## src/local_bus_pkg.sv

```systemverilog
// Purpose: Shared types and constants for the local bus interface.
// Assumes: One 200 MHz clock, synchronous active-low reset.
// Notes: Tri-state pins travel as value plus enable; open-drain pins travel as enable alone.
package local_bus_pkg;
    // -------------------------------------------------------------------------
    // Encodings and counts
    // -------------------------------------------------------------------------
    // Burst length code on the two low address/data bits.
    localparam logic [1:0] SIZE_ONE_WORD = 2'h0;
    localparam logic [1:0] SIZE_FOUR_WORDS = 2'h3;
    // Reset value of the word counter.
    localparam logic [1:0] BEAT_RESET = 2'h0;
    // Self-test duration in clock cycles, kept short and named.
    localparam logic [7:0] SELF_TEST_CYCLES = 8'h20;
    // Number of words summed by the boot checksum.
    localparam logic [3:0] CHECKSUM_WORDS = 4'h8;
    // All byte enables deasserted (active low).
    localparam logic [3:0] BYTE_ENABLES_IDLE = 4'hf;

    // Bus cycle states, Gray coded along idle, address, data, recover.
    typedef enum logic [2:0] {
        ST_IDLE = 3'h0,
        ST_ADDR = 3'h1,
        ST_DATA = 3'h3,
        ST_RECOVER = 3'h2,
        ST_HOLD = 3'h6
    } bus_state_t;

    // Boot sequence phases.
    typedef enum logic [1:0] {
        BOOT_TEST = 2'h0,
        BOOT_SUM = 2'h1,
        BOOT_RUN = 2'h3,
        BOOT_FAIL = 2'h2
    } boot_state_t;

    // One request from the core side.
    typedef struct packed {
        logic [29:0] word_addr;
        logic [1:0] size;
        logic write;
        logic locked_read_modify_write;
        logic rmw_write;
        logic int_ack;
        logic cacheable;
        logic synchronous;
    } bus_req_t;

    // One tri-state pin set: value and enable.
    typedef struct packed {
        logic [31:0] value;
        logic enable;
    } bus_word_drive_t;
endpackage : local_bus_pkg

```

## src/local_bus_interface.sv

```systemverilog
// Purpose: Processor side of a multiplexed 32-bit local bus.
// Assumes: All inputs synchronous to clk_i; active-low pins are named _n.
// Notes: Byte enables for later words come from the core as it consumes data.
// How it works
// - Address cycle carries burst length code
// - Latch enable low only in address cycle
// - Address strobe every address state
// - Strobe again after each ready in burst
// - Write/read qualifier latched through data cycles
// - Direction steady, low read or acknowledge, high other write
// - Data enable during data cycles
// - No ready means wait, no strobe
// - Locked read waits for free lock
// - Locked write releases lock at address
// - Lock held through interrupt acknowledge
// - Four active-low byte enables, high lane top
// - Byte enables one word ahead, held
// - Enables adjacent, aligned, at least one; checked for first word only
// - Primary master floats, acknowledges, holds
// - Secondary master requests, owns when granted
// - First interrupt pin at reset sets role
// - Cacheable flag, never synchronous, floats idle
// - Bad access sampled after last ready
// - Bad access at reset selects initializer
// - Reset ignores inputs, floats, deasserts outputs
// - Failure during self-test and bad checksum
// - Config selects third and fourth pin use
`timescale 1ns/1ps
module local_bus_interface
    import local_bus_pkg::*;
(
    input wire logic clk_i,
    input wire logic rst_n_i,
    // Core request side.
    input wire logic req_valid_i,
    input wire bus_req_t req_i,
    input wire logic [3:0] first_byte_enables_n_i,
    input wire logic [3:0] next_byte_enables_n_i,
    input wire logic [31:0] write_data_i,
    input wire logic [31:0] next_write_data_i,
    output logic req_ready_o,
    output logic [31:0] read_data_o,
    output logic read_data_valid_o,
    output logic done_o,
    output logic bus_error_o,
    // Configuration for pins three and four.
    input wire logic third_is_controller_request_i,
    input wire logic fourth_is_acknowledge_i,
    // Self-test result, and checksum result from the core after boot reads.
    input wire logic self_test_pass_i,
    input wire logic checksum_done_i,
    input wire logic checksum_zero_i,
    // Bus pins.
    input wire logic [31:0] address_data_lines_i,
    output logic [31:0] address_data_lines_o,
    output logic address_data_lines_oe_o,
    output logic address_latch_enable_n_o,
    output logic address_latch_enable_oe_o,
    output logic address_strobe_n_o,
    output logic write_read_o,
    output logic transfer_direction_o,
    output logic data_enable_strobe_n_o,
    input wire logic ready_n_i,
    input wire logic lock_n_i,
    output logic lock_n_oe_o,
    output logic [3:0] byte_enables_n_o,
    input wire logic hold_request_or_grant_in_i,
    output logic hold_grant_or_request_out_o,
    output logic hold_grant_or_request_out_oe_o,
    output logic cache_o,
    output logic cache_oe_o,
    input wire logic bad_access_input_n_i,
    output logic failure_n_o,
    input wire logic agent_request_interrupt_first_n_i,
    input wire logic interrupt_second_i,
    input wire logic interrupt_third_or_controller_request_i,
    input wire logic interrupt_fourth_or_acknowledge_n_i,
    output logic interrupt_fourth_or_acknowledge_oe_o,
    // Captured roles and interrupt events toward the core.
    output logic primary_master_role_o,
    output logic local_number_o,
    output logic performs_init_o,
    output logic [3:0] interrupt_event_o,
    output logic controller_request_o
);
    // -------------------------------------------------------------------------
    // State record
    // -------------------------------------------------------------------------
    typedef struct packed {
        bus_state_t st;
        boot_state_t boot;
        logic [7:0] test_cnt;
        logic [1:0] beats_left;
        bus_req_t req;
        logic in_reset;
        logic primary;
        logic init_self;
        logic [3:0] int_prev;
        logic [3:0] int_evt;
        logic ctrl_req;
        logic lock_held;
        logic bad_check;
        logic req_ready;
        logic [31:0] rdata;
        logic rvalid;
        logic done;
        logic berr;
        bus_word_drive_t address_data_lines;
        logic ale_n;
        logic ale_oe;
        logic ads_n;
        logic wr;
        logic dir;
        logic den_n;
        logic [3:0] be_n;
        logic hold_out;
        logic hold_oe;
        logic cache;
        logic cache_oe;
        logic fail_n;
        logic inta_oe;
    } state_t;

    state_t cur_ff; // Registered state, every output comes from here.
    state_t nxt_ff; // Next value built combinationally.

    // Raw interrupt levels, active high, in pin order.
    logic [3:0] int_level;
    assign int_level = {~interrupt_fourth_or_acknowledge_n_i, interrupt_third_or_controller_request_i,
                        interrupt_second_i, ~agent_request_interrupt_first_n_i};

    // Legal pattern check: adjacent, naturally aligned, at least one byte.
    function automatic logic be_legal(input logic [3:0] be_n);
        logic [3:0] be;
        be = ~be_n;
        be_legal = (be == 4'h1) || (be == 4'h2) || (be == 4'h4) || (be == 4'h8) ||
                   (be == 4'h3) || (be == 4'hc) || (be == 4'hf);
    endfunction : be_legal

    // Bus ownership: primary owns unless holding, secondary when granted.
    logic owns_bus;
    assign owns_bus = cur_ff.primary ? (cur_ff.st != ST_HOLD)
                                     : (cur_ff.hold_out && hold_request_or_grant_in_i);

    // -------------------------------------------------------------------------
    // Next-state logic
    // -------------------------------------------------------------------------
    always_comb begin
        nxt_ff = cur_ff;
        nxt_ff.rvalid = 1'b0;
        nxt_ff.done = 1'b0;
        nxt_ff.berr = 1'b0;
        nxt_ff.in_reset = 1'b0;
        nxt_ff.req_ready = 1'b0;

        // Interrupt edges: a deasserted-then-asserted sequence is an event.
        // Synchronous inputs, so one cycle each suffices as required.
        // edge qualifies interrupt
        nxt_ff.int_prev = int_level;
        nxt_ff.int_evt = int_level & ~cur_ff.int_prev;
        if (third_is_controller_request_i) begin
            nxt_ff.int_evt[2] = 1'b0;
            nxt_ff.ctrl_req = interrupt_third_or_controller_request_i;
        end else begin
            nxt_ff.ctrl_req = 1'b0;
        end
        // A fourth pin used as acknowledge is an output, never an interrupt.
        if (fourth_is_acknowledge_i) begin
            nxt_ff.int_evt[3] = 1'b0;
        end

        // Self-test runs before any bus transaction is allowed; checksum reads use the bus.
        // self-test and checksum
        unique case (cur_ff.boot)
            BOOT_TEST: begin
                nxt_ff.fail_n = 1'b0;
                if (cur_ff.test_cnt != SELF_TEST_CYCLES) begin
                    nxt_ff.test_cnt = cur_ff.test_cnt + 8'h01;
                end else if (self_test_pass_i) begin
                    nxt_ff.fail_n = 1'b1;
                    nxt_ff.boot = BOOT_SUM;
                end else begin
                    nxt_ff.boot = BOOT_FAIL;
                end
            end
            BOOT_SUM: begin
                // Core reads CHECKSUM_WORDS words over the bus and reports.
                nxt_ff.bad_check = (CHECKSUM_WORDS == 4'h0);
                if (checksum_done_i) begin
                    if (checksum_zero_i && !cur_ff.bad_check) begin
                        nxt_ff.boot = BOOT_RUN;
                    end else begin
                        nxt_ff.fail_n = 1'b0;
                        nxt_ff.boot = BOOT_FAIL;
                    end
                end
            end
            BOOT_RUN: begin
                nxt_ff.fail_n = 1'b1;
            end
            BOOT_FAIL: begin
                // Failure stays asserted until the next reset.
                nxt_ff.fail_n = 1'b0;
            end
        endcase

        // Bus cycle machine.
        unique case (cur_ff.st)
            ST_IDLE: begin
                // Strobes idle high; address/data, latch enable, cache and acknowledge lines float when idle, hold output stays driven.
                nxt_ff.ads_n = 1'b1;
                nxt_ff.den_n = 1'b1;
                nxt_ff.ale_oe = 1'b0;
                nxt_ff.address_data_lines.enable = 1'b0;
                nxt_ff.cache_oe = 1'b0;
                nxt_ff.be_n = BYTE_ENABLES_IDLE;
                nxt_ff.inta_oe = 1'b0;
                if (cur_ff.primary && hold_request_or_grant_in_i) begin
                    nxt_ff.hold_out = 1'b1;
                    nxt_ff.st = ST_HOLD;
                end else begin
                    if (!cur_ff.primary) begin
                        nxt_ff.hold_out = req_valid_i && (cur_ff.boot != BOOT_FAIL);
                    end
                    if (req_valid_i && owns_bus && cur_ff.boot inside {BOOT_SUM, BOOT_RUN} && !cur_ff.req_ready &&
                        !(req_i.locked_read_modify_write && !lock_n_i && !cur_ff.lock_held) &&
                        be_legal(first_byte_enables_n_i)) begin
                        nxt_ff.req_ready = 1'b1;
                        nxt_ff.req = req_i;
                        nxt_ff.st = ST_ADDR;
                        nxt_ff.beats_left = req_i.size;
                        nxt_ff.address_data_lines.value = {req_i.word_addr, req_i.size};
                        nxt_ff.address_data_lines.enable = 1'b1;
                        nxt_ff.ale_n = 1'b0;
                        nxt_ff.ale_oe = 1'b1;
                        nxt_ff.ads_n = 1'b0;
                        nxt_ff.wr = req_i.write;
                        nxt_ff.dir = req_i.write && !req_i.int_ack;
                        nxt_ff.be_n = first_byte_enables_n_i;
                        nxt_ff.cache = req_i.cacheable && !req_i.synchronous;
                        nxt_ff.cache_oe = 1'b1;
                        nxt_ff.inta_oe = fourth_is_acknowledge_i && req_i.int_ack;
                        if (req_i.locked_read_modify_write || req_i.int_ack) begin
                            nxt_ff.lock_held = 1'b1;
                        end else if (req_i.rmw_write) begin
                            nxt_ff.lock_held = 1'b0;
                        end
                    end
                end
            end
            ST_ADDR: begin
                nxt_ff.ale_n = 1'b1;
                nxt_ff.ads_n = 1'b1;
                nxt_ff.den_n = 1'b0;
                nxt_ff.address_data_lines.value = write_data_i;
                nxt_ff.address_data_lines.enable = cur_ff.req.write;
                nxt_ff.be_n = next_byte_enables_n_i;
                nxt_ff.st = ST_DATA;
            end
            ST_DATA: begin
                if (!ready_n_i) begin
                    if (!cur_ff.req.write) begin
                        nxt_ff.rdata = address_data_lines_i;
                        nxt_ff.rvalid = 1'b1;
                    end
                    if (cur_ff.beats_left == BEAT_RESET) begin
                        nxt_ff.den_n = 1'b1;
                        nxt_ff.ads_n = 1'b1;
                        nxt_ff.address_data_lines.enable = 1'b0;
                        nxt_ff.st = ST_RECOVER;
                    end else begin
                        nxt_ff.ads_n = 1'b0;
                        nxt_ff.beats_left = cur_ff.beats_left - 2'h1;
                        nxt_ff.address_data_lines.value = next_write_data_i;
                        nxt_ff.be_n = next_byte_enables_n_i;
                    end
                end else begin
                    nxt_ff.ads_n = 1'b1;
                end
            end
            ST_RECOVER: begin
                nxt_ff.berr = !bad_access_input_n_i;
                nxt_ff.done = 1'b1;
                nxt_ff.cache_oe = 1'b0;
                nxt_ff.ale_oe = 1'b0;
                nxt_ff.inta_oe = 1'b0;
                nxt_ff.lock_held = cur_ff.lock_held && !cur_ff.req.int_ack;
                nxt_ff.be_n = BYTE_ENABLES_IDLE;
                nxt_ff.st = ST_IDLE;
            end
            ST_HOLD: begin
                if (!hold_request_or_grant_in_i) begin
                    nxt_ff.hold_out = 1'b0;
                    nxt_ff.st = ST_IDLE;
                end
            end
            default: begin
                nxt_ff.st = ST_IDLE;
            end
        endcase
        nxt_ff.hold_oe = 1'b1;
    end

    // -------------------------------------------------------------------------
    // Register and reset
    // -------------------------------------------------------------------------
    // Straps are captured while reset is low; other inputs are ignored then.
    always_ff @(posedge clk_i) begin
        if (!rst_n_i) begin
            cur_ff <= '0;
            cur_ff.st <= ST_IDLE;
            cur_ff.boot <= BOOT_TEST;
            cur_ff.in_reset <= 1'b1;
            cur_ff.ale_n <= 1'b1;
            cur_ff.ads_n <= 1'b1;
            cur_ff.den_n <= 1'b1;
            cur_ff.be_n <= BYTE_ENABLES_IDLE;
            cur_ff.fail_n <= 1'b1;
            cur_ff.beats_left <= BEAT_RESET;
            cur_ff.primary <= agent_request_interrupt_first_n_i;
            cur_ff.int_prev[0] <= ~agent_request_interrupt_first_n_i;
            cur_ff.init_self <= bad_access_input_n_i;
            // reset length is the system's duty
        end else begin
            cur_ff <= nxt_ff;
            cur_ff.primary <= cur_ff.primary;
            cur_ff.init_self <= cur_ff.init_self;
        end
    end

    // -------------------------------------------------------------------------
    // Outputs, all straight from the state register
    // -------------------------------------------------------------------------
    assign req_ready_o = cur_ff.req_ready;
    assign read_data_o = cur_ff.rdata;
    assign read_data_valid_o = cur_ff.rvalid;
    assign done_o = cur_ff.done;
    assign bus_error_o = cur_ff.berr;
    assign address_data_lines_o = cur_ff.address_data_lines.value;
    assign address_data_lines_oe_o = cur_ff.address_data_lines.enable;
    assign address_latch_enable_n_o = cur_ff.ale_n;
    assign address_latch_enable_oe_o = cur_ff.ale_oe;
    assign address_strobe_n_o = cur_ff.ads_n;
    assign write_read_o = cur_ff.wr;
    assign transfer_direction_o = cur_ff.dir;
    assign data_enable_strobe_n_o = cur_ff.den_n;
    assign lock_n_oe_o = cur_ff.lock_held;
    assign byte_enables_n_o = cur_ff.be_n;
    assign hold_grant_or_request_out_o = cur_ff.hold_out;
    assign hold_grant_or_request_out_oe_o = cur_ff.hold_oe;
    assign cache_o = cur_ff.cache;
    assign cache_oe_o = cur_ff.cache_oe;
    assign failure_n_o = cur_ff.fail_n;
    assign interrupt_fourth_or_acknowledge_oe_o = cur_ff.inta_oe;
    assign primary_master_role_o = cur_ff.primary;
    assign local_number_o = ~cur_ff.primary;
    assign performs_init_o = cur_ff.init_self;
    assign interrupt_event_o = cur_ff.int_evt;
    assign controller_request_o = cur_ff.ctrl_req;
endmodule : local_bus_interface

```

## config.mk

```make
export PLATFORM = sky130hd
export DESIGN_NAME = local_bus_interface
export DESIGN_NICKNAME = d
export VERILOG_FILES = /design/src/local_bus_pkg.sv /design/src/local_bus_interface.sv
export SDC_FILE = /design/constraint.sdc
export NUM_CORES = 1
export LEC_CHECK = 0
export ABC_AREA = 1
export BUFFER_PORTS_ARGS = -buffer_cell sky130_fd_sc_hd__buf_2
export CAP_MARGIN = 5
export CORE_ASPECT_RATIO = 0.75
export CORE_MARGIN = 4
export CORE_UTILIZATION = 48
export DETAILED_ROUTE_END_ITERATION = 10
export MAX_ROUTING_LAYER = met4
export PLACE_DENSITY_LB_ADDON = 0.05
export SETUP_SLACK_MARGIN = 0.3
export SYNTH_ARGS = -nofsm -noshare
export SYNTH_HDL_FRONTEND = slang
export SYNTH_SLANG_ARGS = --single-unit
export TNS_END_PERCENT = 1
```

## constraint.sdc

```tcl
create_clock -name clk_i -period 2.1 [get_ports clk_i]
set_clock_uncertainty 0.15 [all_clocks]
set_input_delay 0.21 -clock clk_i [delete_from_list [all_inputs] [get_ports clk_i]]
set_output_delay 0.21 -clock clk_i [all_outputs]
set_load 0.05 [all_outputs]
```

# [Yosys cells after proc, flatten, opt, wreduce, memory -nomap -nowiden]
# Cells that the tools add are included.
# Widths: inputs -> output; s select.
[word_totals] ff_bits=149 in_bits=158 out_inout_bits=94 word_cells=202
[classes] addsub=2 n_eq_ne=29 n_mux=60 bitwise_logic=12 reduce_logical=59
[op_table] cell="$pmux 33 s3" n=1
[op_table] cell="$mux 40" n=2
[op_table] cell="$mux 38" n=2
[op_table] cell="$mux 33" n=2
[op_table] cell="$mux 32" n=1
[op_table] cell="$mux 1" n=21
[op_table] cell="$reduce_and 3->1" n=7
[op_table] cell="$ne 2x2->1 const B" n=10
[op_table] cell="$mux 2" n=8
[op_table] cell="$pmux 4 s4" n=1
[op_table] cell="$mux 3" n=5
[op_table] cell="$logic_and 1x1->1" n=14
[op_table] cell="$eq 4x4->1 const B" n=3
[op_table] cell="$mux 4" n=3
[op_table] cell="$ne 3x3->1 const B" n=4
[op_table] cell="$pmux 1 s2" n=6
[op_table] cell="$pmux 3 s4" n=1
[op_table] cell="$reduce_bool 2->1" n=6
[op_table] cell="$mux 5" n=2
[op_table] cell="$reduce_and 5->1" n=2
[op_table] cell="$not 1->1" n=9
[op_table] cell="$add 8x1->8 const B" n=1
[op_table] cell="$eq 4x2->1 const B" n=2
[op_table] cell="$logic_not 1->1" n=8
[op_table] cell="23 further kinds" n=41

# [Logic depth before layout (Yosys ltp)]
[logic_depth] word_depth=13 ltp_mapped=11 ltp_nobuf=10

# [Worst setup path after synthesis]
# Ideal clock, no wire load.
[synth_timing] path_type="register to register" from="register cur_ff, in the netlist primary_master_role_o" to="register cur_ff, in the netlist address_data_lines_o[0]" setup_ns=0.113 arrival_time_ns=2.111 t_required_ns=1.837 path_slack_ns=-0.273 path_stages_with_launch=11 n_path_buf=1 period_less_slack_ns=2.373 cell_sequence="edfxtp_1 inv_1 nand2_1 nand3_1 nor2_4 nand3_2 nand2_4 buf_2 nand3_1 nor2_1 nor2_1"
[synth_between] elab_chain_len=8 elab_cells_between_ends=10 cone_classes="eq/ne: 2; mux: 1; reduce/logical: 7"
[synth_lines] element="start: declaration" line="local_bus_interface.sv:124" rtl="state_t cur_ff;"
[synth_lines] element="start signal: assignment" line="local_bus_interface.sv:325" rtl="cur_ff <= nxt_ff;"
[synth_lines] element="$mux 1" line="local_bus_interface.sv:142" rtl="assign owns_bus = cur_ff.primary ? (cur_ff.st != ST_HOLD)"
[synth_lines] element="$logic_and 1x1->1 (4 in series)" line="local_bus_interface.sv:225" rtl="if (req_valid_i && owns_bus && cur_ff.boot inside {BOOT_SUM, BOOT_RUN} && !cur_ff.req_ready &&"
[synth_lines] element="$logic_and 1x1->1" line="local_bus_interface.sv:226" rtl="!(req_i.locked_read_modify_write && !lock_n_i && !cur_ff.lock_held) &&"
[synth_lines] element="$ne 2x2->1 (no line)"
[synth_lines] element="$reduce_and 5->1 (no line) (*)"
# Every way passes the cells marked *; elsewhere a longest branch is shown, timed or not.
# A chain may end at the register's enable or synchronous reset.

# [Worst setup path in the final report]
[layout_timing] from="register cur_ff[147] (netlist name)" to="register cur_ff, in the netlist address_strobe_n_o"
[layout_between] elab_chain_len=9 elab_cells_between_ends=10 cone_classes="eq/ne: 2; mux: 3; reduce/logical: 5"
[layout_lines] element="$eq 2x1->1 / $eq 2x2->1 (equally long branches)"
[layout_lines] element="$reduce_bool 2->1 (*)" line="local_bus_interface.sv:225"
[layout_lines] element="$logic_and 1x1->1 (*) (3 in series)" line="local_bus_interface.sv:225"
[layout_lines] element="$logic_and 1x1->1 (*)" line="local_bus_interface.sv:226"
[layout_lines] element="$mux 38 (*)" line="local_bus_interface.sv:225"
[layout_lines] element="$mux 38 (*)" line="local_bus_interface.sv:218" rtl="if (cur_ff.primary && hold_request_or_grant_in_i) begin"
[layout_lines] element="$pmux 1 s3 (*)" line="local_bus_interface.sv:208" rtl="unique case (cur_ff.st)"
# Every way passes the cells marked *; elsewhere a longest branch is shown, timed or not. The select of a mux whose other input is x is not followed.

==> impl_metrics.tcl <==
set metrics [dict create \
    outcome "finished clean" \
    critical_path_class "flip-flop to flip-flop" \
    p_clk_share_pct 18.4 \
    arrival_ns 1.94 \
    powerDensity_nw_per_um2 1220 \
    slew_headroom_pct 69.1 \
    grt_setup_unrepaired "yes" \
    die_area_um2 13900 \
    vias 5831 \
    grt_start_max_net_pins 47 \
    post_drt_wl_per_cell_um 14.0 \
    core_um2 11700 \
    top_usage_layer "met2" \
    clk-insertion-delay-late_ns 0.35 \
    grt-ovfl-total 0 \
    gr-usage-all-layers_pct 23.5 \
    ys_ff_latch 112 \
    worst_slack_ns 0.237 \
    p_leak_nw 4.10 \
    cts_tree "done" \
    synth_warnings 0 \
    num-nets-final 1224 \
    clock_sinks 112 \
    area_growth_syn_to_layout_pct 34.3 \
    initial_core_util_pct 49.4 \
    numCtsBuffers 9 \
    use_met2_pct 36.7 \
    die_h_um 103 \
    grt_pass1_wl_um 25500 \
    async_reset_ff_share_pct 0 \
    grt_pass1_vias 5195 \
    cp_slowest_cell "dfxtp_2" \
    io_pins 252 \
    setup_violations 0 \
    firstDrtPassIters 5 \
    io_buffers 251 \
    timing.reg2reg.setup_slack_ns 0.24 \
    p_sw_mw 4.51 \
    fin_crit_sh_pct 88.7 \
    worstPathCellList "nand2_1 > nor2_2 > nand3_2 > nor2_4 > buf_6 > nand4_4 > clkbuf_16 > o311ai_0 > nand2_1" \
    finalHoldViolCount 0 \
    yosysSeqAreaShare_pct 39.2 \
    root_buffer "clkbuf_16" \
    chipWidth_um 135 \
    drc 0 \
    final_area_um2 7760 \
    cp_max_fo 5 \
    pre_cts_ws_ns 0.175 \
    post-route-min-period_ns 1.86 \
    use_met3_pct 5.66 \
    antenna_found_initial 1 \
    synth.distinct_cells 35 \
    worst_slew_pin_slew_ns 0.462 \
    combPwrFrac_pct 51.8 \
    cp-end-kind "flip-flop" \
    cp_common_cell "nand2_1" \
    worstHoldPathType "input pin to flip-flop" \
    maxSlewViolCount 0 \
    hpwl_um 11400 \
    startpoint_type "flip-flop" \
    grtUsageMet1_pct 30.3 \
    synth_fp_nets 998 \
    drt_iter0_drc 267 \
    clk_path_buf_depth 2 \
    via_per_inst 4.74 \
    cp_num_buf_inv 2 \
    swShare_pct 47.5 \
    place_congestion 0.920 \
    cap_viol_max_count 0 \
    postPlaceCellArea_um2 6670 \
    whs_ns 0.00708 \
    max_freq_mhz 537 \
    drive_above_1_share_pct 31.5 \
    totalWireLength_um 17200 \
    critPathTopFamily "simple AND/OR/NAND/NOR gates" \
    seqPwrFrac_pct 29.8 \
    synth.avg_cell_area_um2 6.90 \
    synth_ff_type "dfxtp_1" \
    htree_levels 3 \
    clk_pin_slew_ns 0.08 \
    power_mw 9.49 \
    netlist_instances 837 \
    internal-power_mw 4.99 \
    crit_required_ns 2.18 \
    synth_area_um2 5780 \
    slowest_delay_ns 0.37 \
    final_antenna_net_count 0 \
    vdd_drop_max_mv 0.611 \
    synth_edf_count 2 \
    rows 34 \
]
==> metal layers <==
metal | share of wire [%] | wire [um]
met1 | 44 | 7660
met4 | 2.2 | 376
met3 | 7.1 | 1230
met2 | 46 | 7960
met5 | 0 | 0
==> layout make-up <==
cell class | instances | area, um2
diodes | 1 | 2.50
clock buffers | 9 | 225
clock inverters | 7 | 83.8
fillers | 1046 | 3940
inverters | 108 | 405
multi-input cells | 508 | 2470
flip-flops and latches | 112 | 2270
well taps | 162 | 203
repair buffers | 324 | 2100
==> cells by family after synthesis <==
family	Yosys count	synth area share, %
simple gates	377	27.3
flops	112	39.2
fa+ha+maj	3	0.650
compound gates	124	12.7
buf+inv	218	19.8
xor+xnor	3	0.455
==> worst reg2reg max path: stages (launching register included) <==
cell       delay [ns]
dfxtp_2          0.37
nand2_1          0.07
nor2_2           0.12
nand3_2          0.11
nor2_4           0.15
buf_6            0.14
nand4_4          0.19
clkbuf_16        0.26
o311ai_0         0.10
nand2_1          0.09
==> stage by stage <==
step	TNS [ns]	std cells	util (%)
2_1_floorplan	-9.20	837	-
3_3_place_gp	0	1156	57.0
3_5_place_dp	0	1156	57.0
4_1_cts	0	1221	64.3
5_1_grt	0	1231	66.3
6_report	0	1231	66.3
==> power groups by stage <==
stage | Clock (mW) | Combinational (mW) | Sequential [mW]
5_1_grt | 1.87 | 5.40 | 2.89
4_1_cts | 1.79 | 4.67 | 2.83
3_3_place_gp | 0 | 4.36 | 2.86
3_5_place_dp | 0 | 4.37 | 2.86
6_report | 1.75 | 4.92 | 2.83
2_1_floorplan | 0 | 3.72 | 2.97
==> cell usage after synthesis (3+ instances only) <==
| cell type | count | area share [%] |
|---|---|---|
| nand3_1 | 47 | 4.1 |
| nand4_1 | 8 | 0.87 |
| buf_4 | 74 | 9.6 |
| buf_6 | 3 | 0.58 |
| ha_1 | 3 | 0.65 |
| a31oi_1 | 3 | 0.32 |
| nor3_1 | 9 | 0.78 |
| inv_2 | 4 | 0.26 |
| dfxtp_1 | 110 | 38 |
| clkbuf_1 | 13 | 0.84 |
| nor2_1 | 186 | 12 |
| a22oi_1 | 32 | 4.2 |
| buf_2 | 18 | 1.6 |
| inv_1 | 104 | 6.8 |
| xor2_1 | 3 | 0.45 |
| nand2_1 | 115 | 7.5 |
| o211ai_1 | 3 | 0.39 |
| a21oi_1 | 26 | 2.3 |
| o21ai_0 | 55 | 4.8 |
==> final timing paths <==
path / from / end / cells past startpoint
min reg2reg: cur_ff[92] / interrupt_event_o[0] / 1
max: cur_ff[147] / address_strobe_n_o / 9
min: req_i[2] / interrupt_fourth_or_acknowledge_oe_o / 3
max reg2reg: cur_ff[147] / address_strobe_n_o / 9
==> timing repair <==
| action | in CTS | in global routing |
|---|---|---|
| pin swaps | 2 | 9 |
| hold endpoints to repair | 49 | 0 |
| gates resized for setup | 10 | 28 |
| endpoints found under the setup margin | 69 | 80 |
| hold buffers | 44 | 0 |
| gates cloned | 1 | 5 |
| buffers inserted | 4 | 4 |
==> registers in the layout, summed over array words and instances (netlist names), 4 cells and up <==
signal and count:
read_data_o 32, address_data_lines_o 32, byte_enables_n_o 4, cur_ff 20, interrupt_event_o 4
==> cells in the final DEF, fill, tap and decap left out, types with 4 or more instances in the layout <==
| cell type | instances |
|---|---|
| a22oi_1 | 32 |
| dfxtp_2 | 4 |
| clkbuf_16 | 12 |
| a21oi_1 | 26 |
| buf_4 | 14 |
| o21ai_0 | 53 |
| buf_12 | 8 |
| nor3_1 | 9 |
| nor2_1 | 173 |
| dlygate4sd3_1 | 44 |
| inv_1 | 103 |
| inv_2 | 5 |
| nand2_2 | 5 |
| nand3_1 | 46 |
| nand2_1 | 112 |
| nor2_2 | 13 |
| buf_2 | 251 |
| dfxtp_1 | 106 |
| nand4_1 | 8 |
Note: power is estimated with default switching activity, not from simulation.
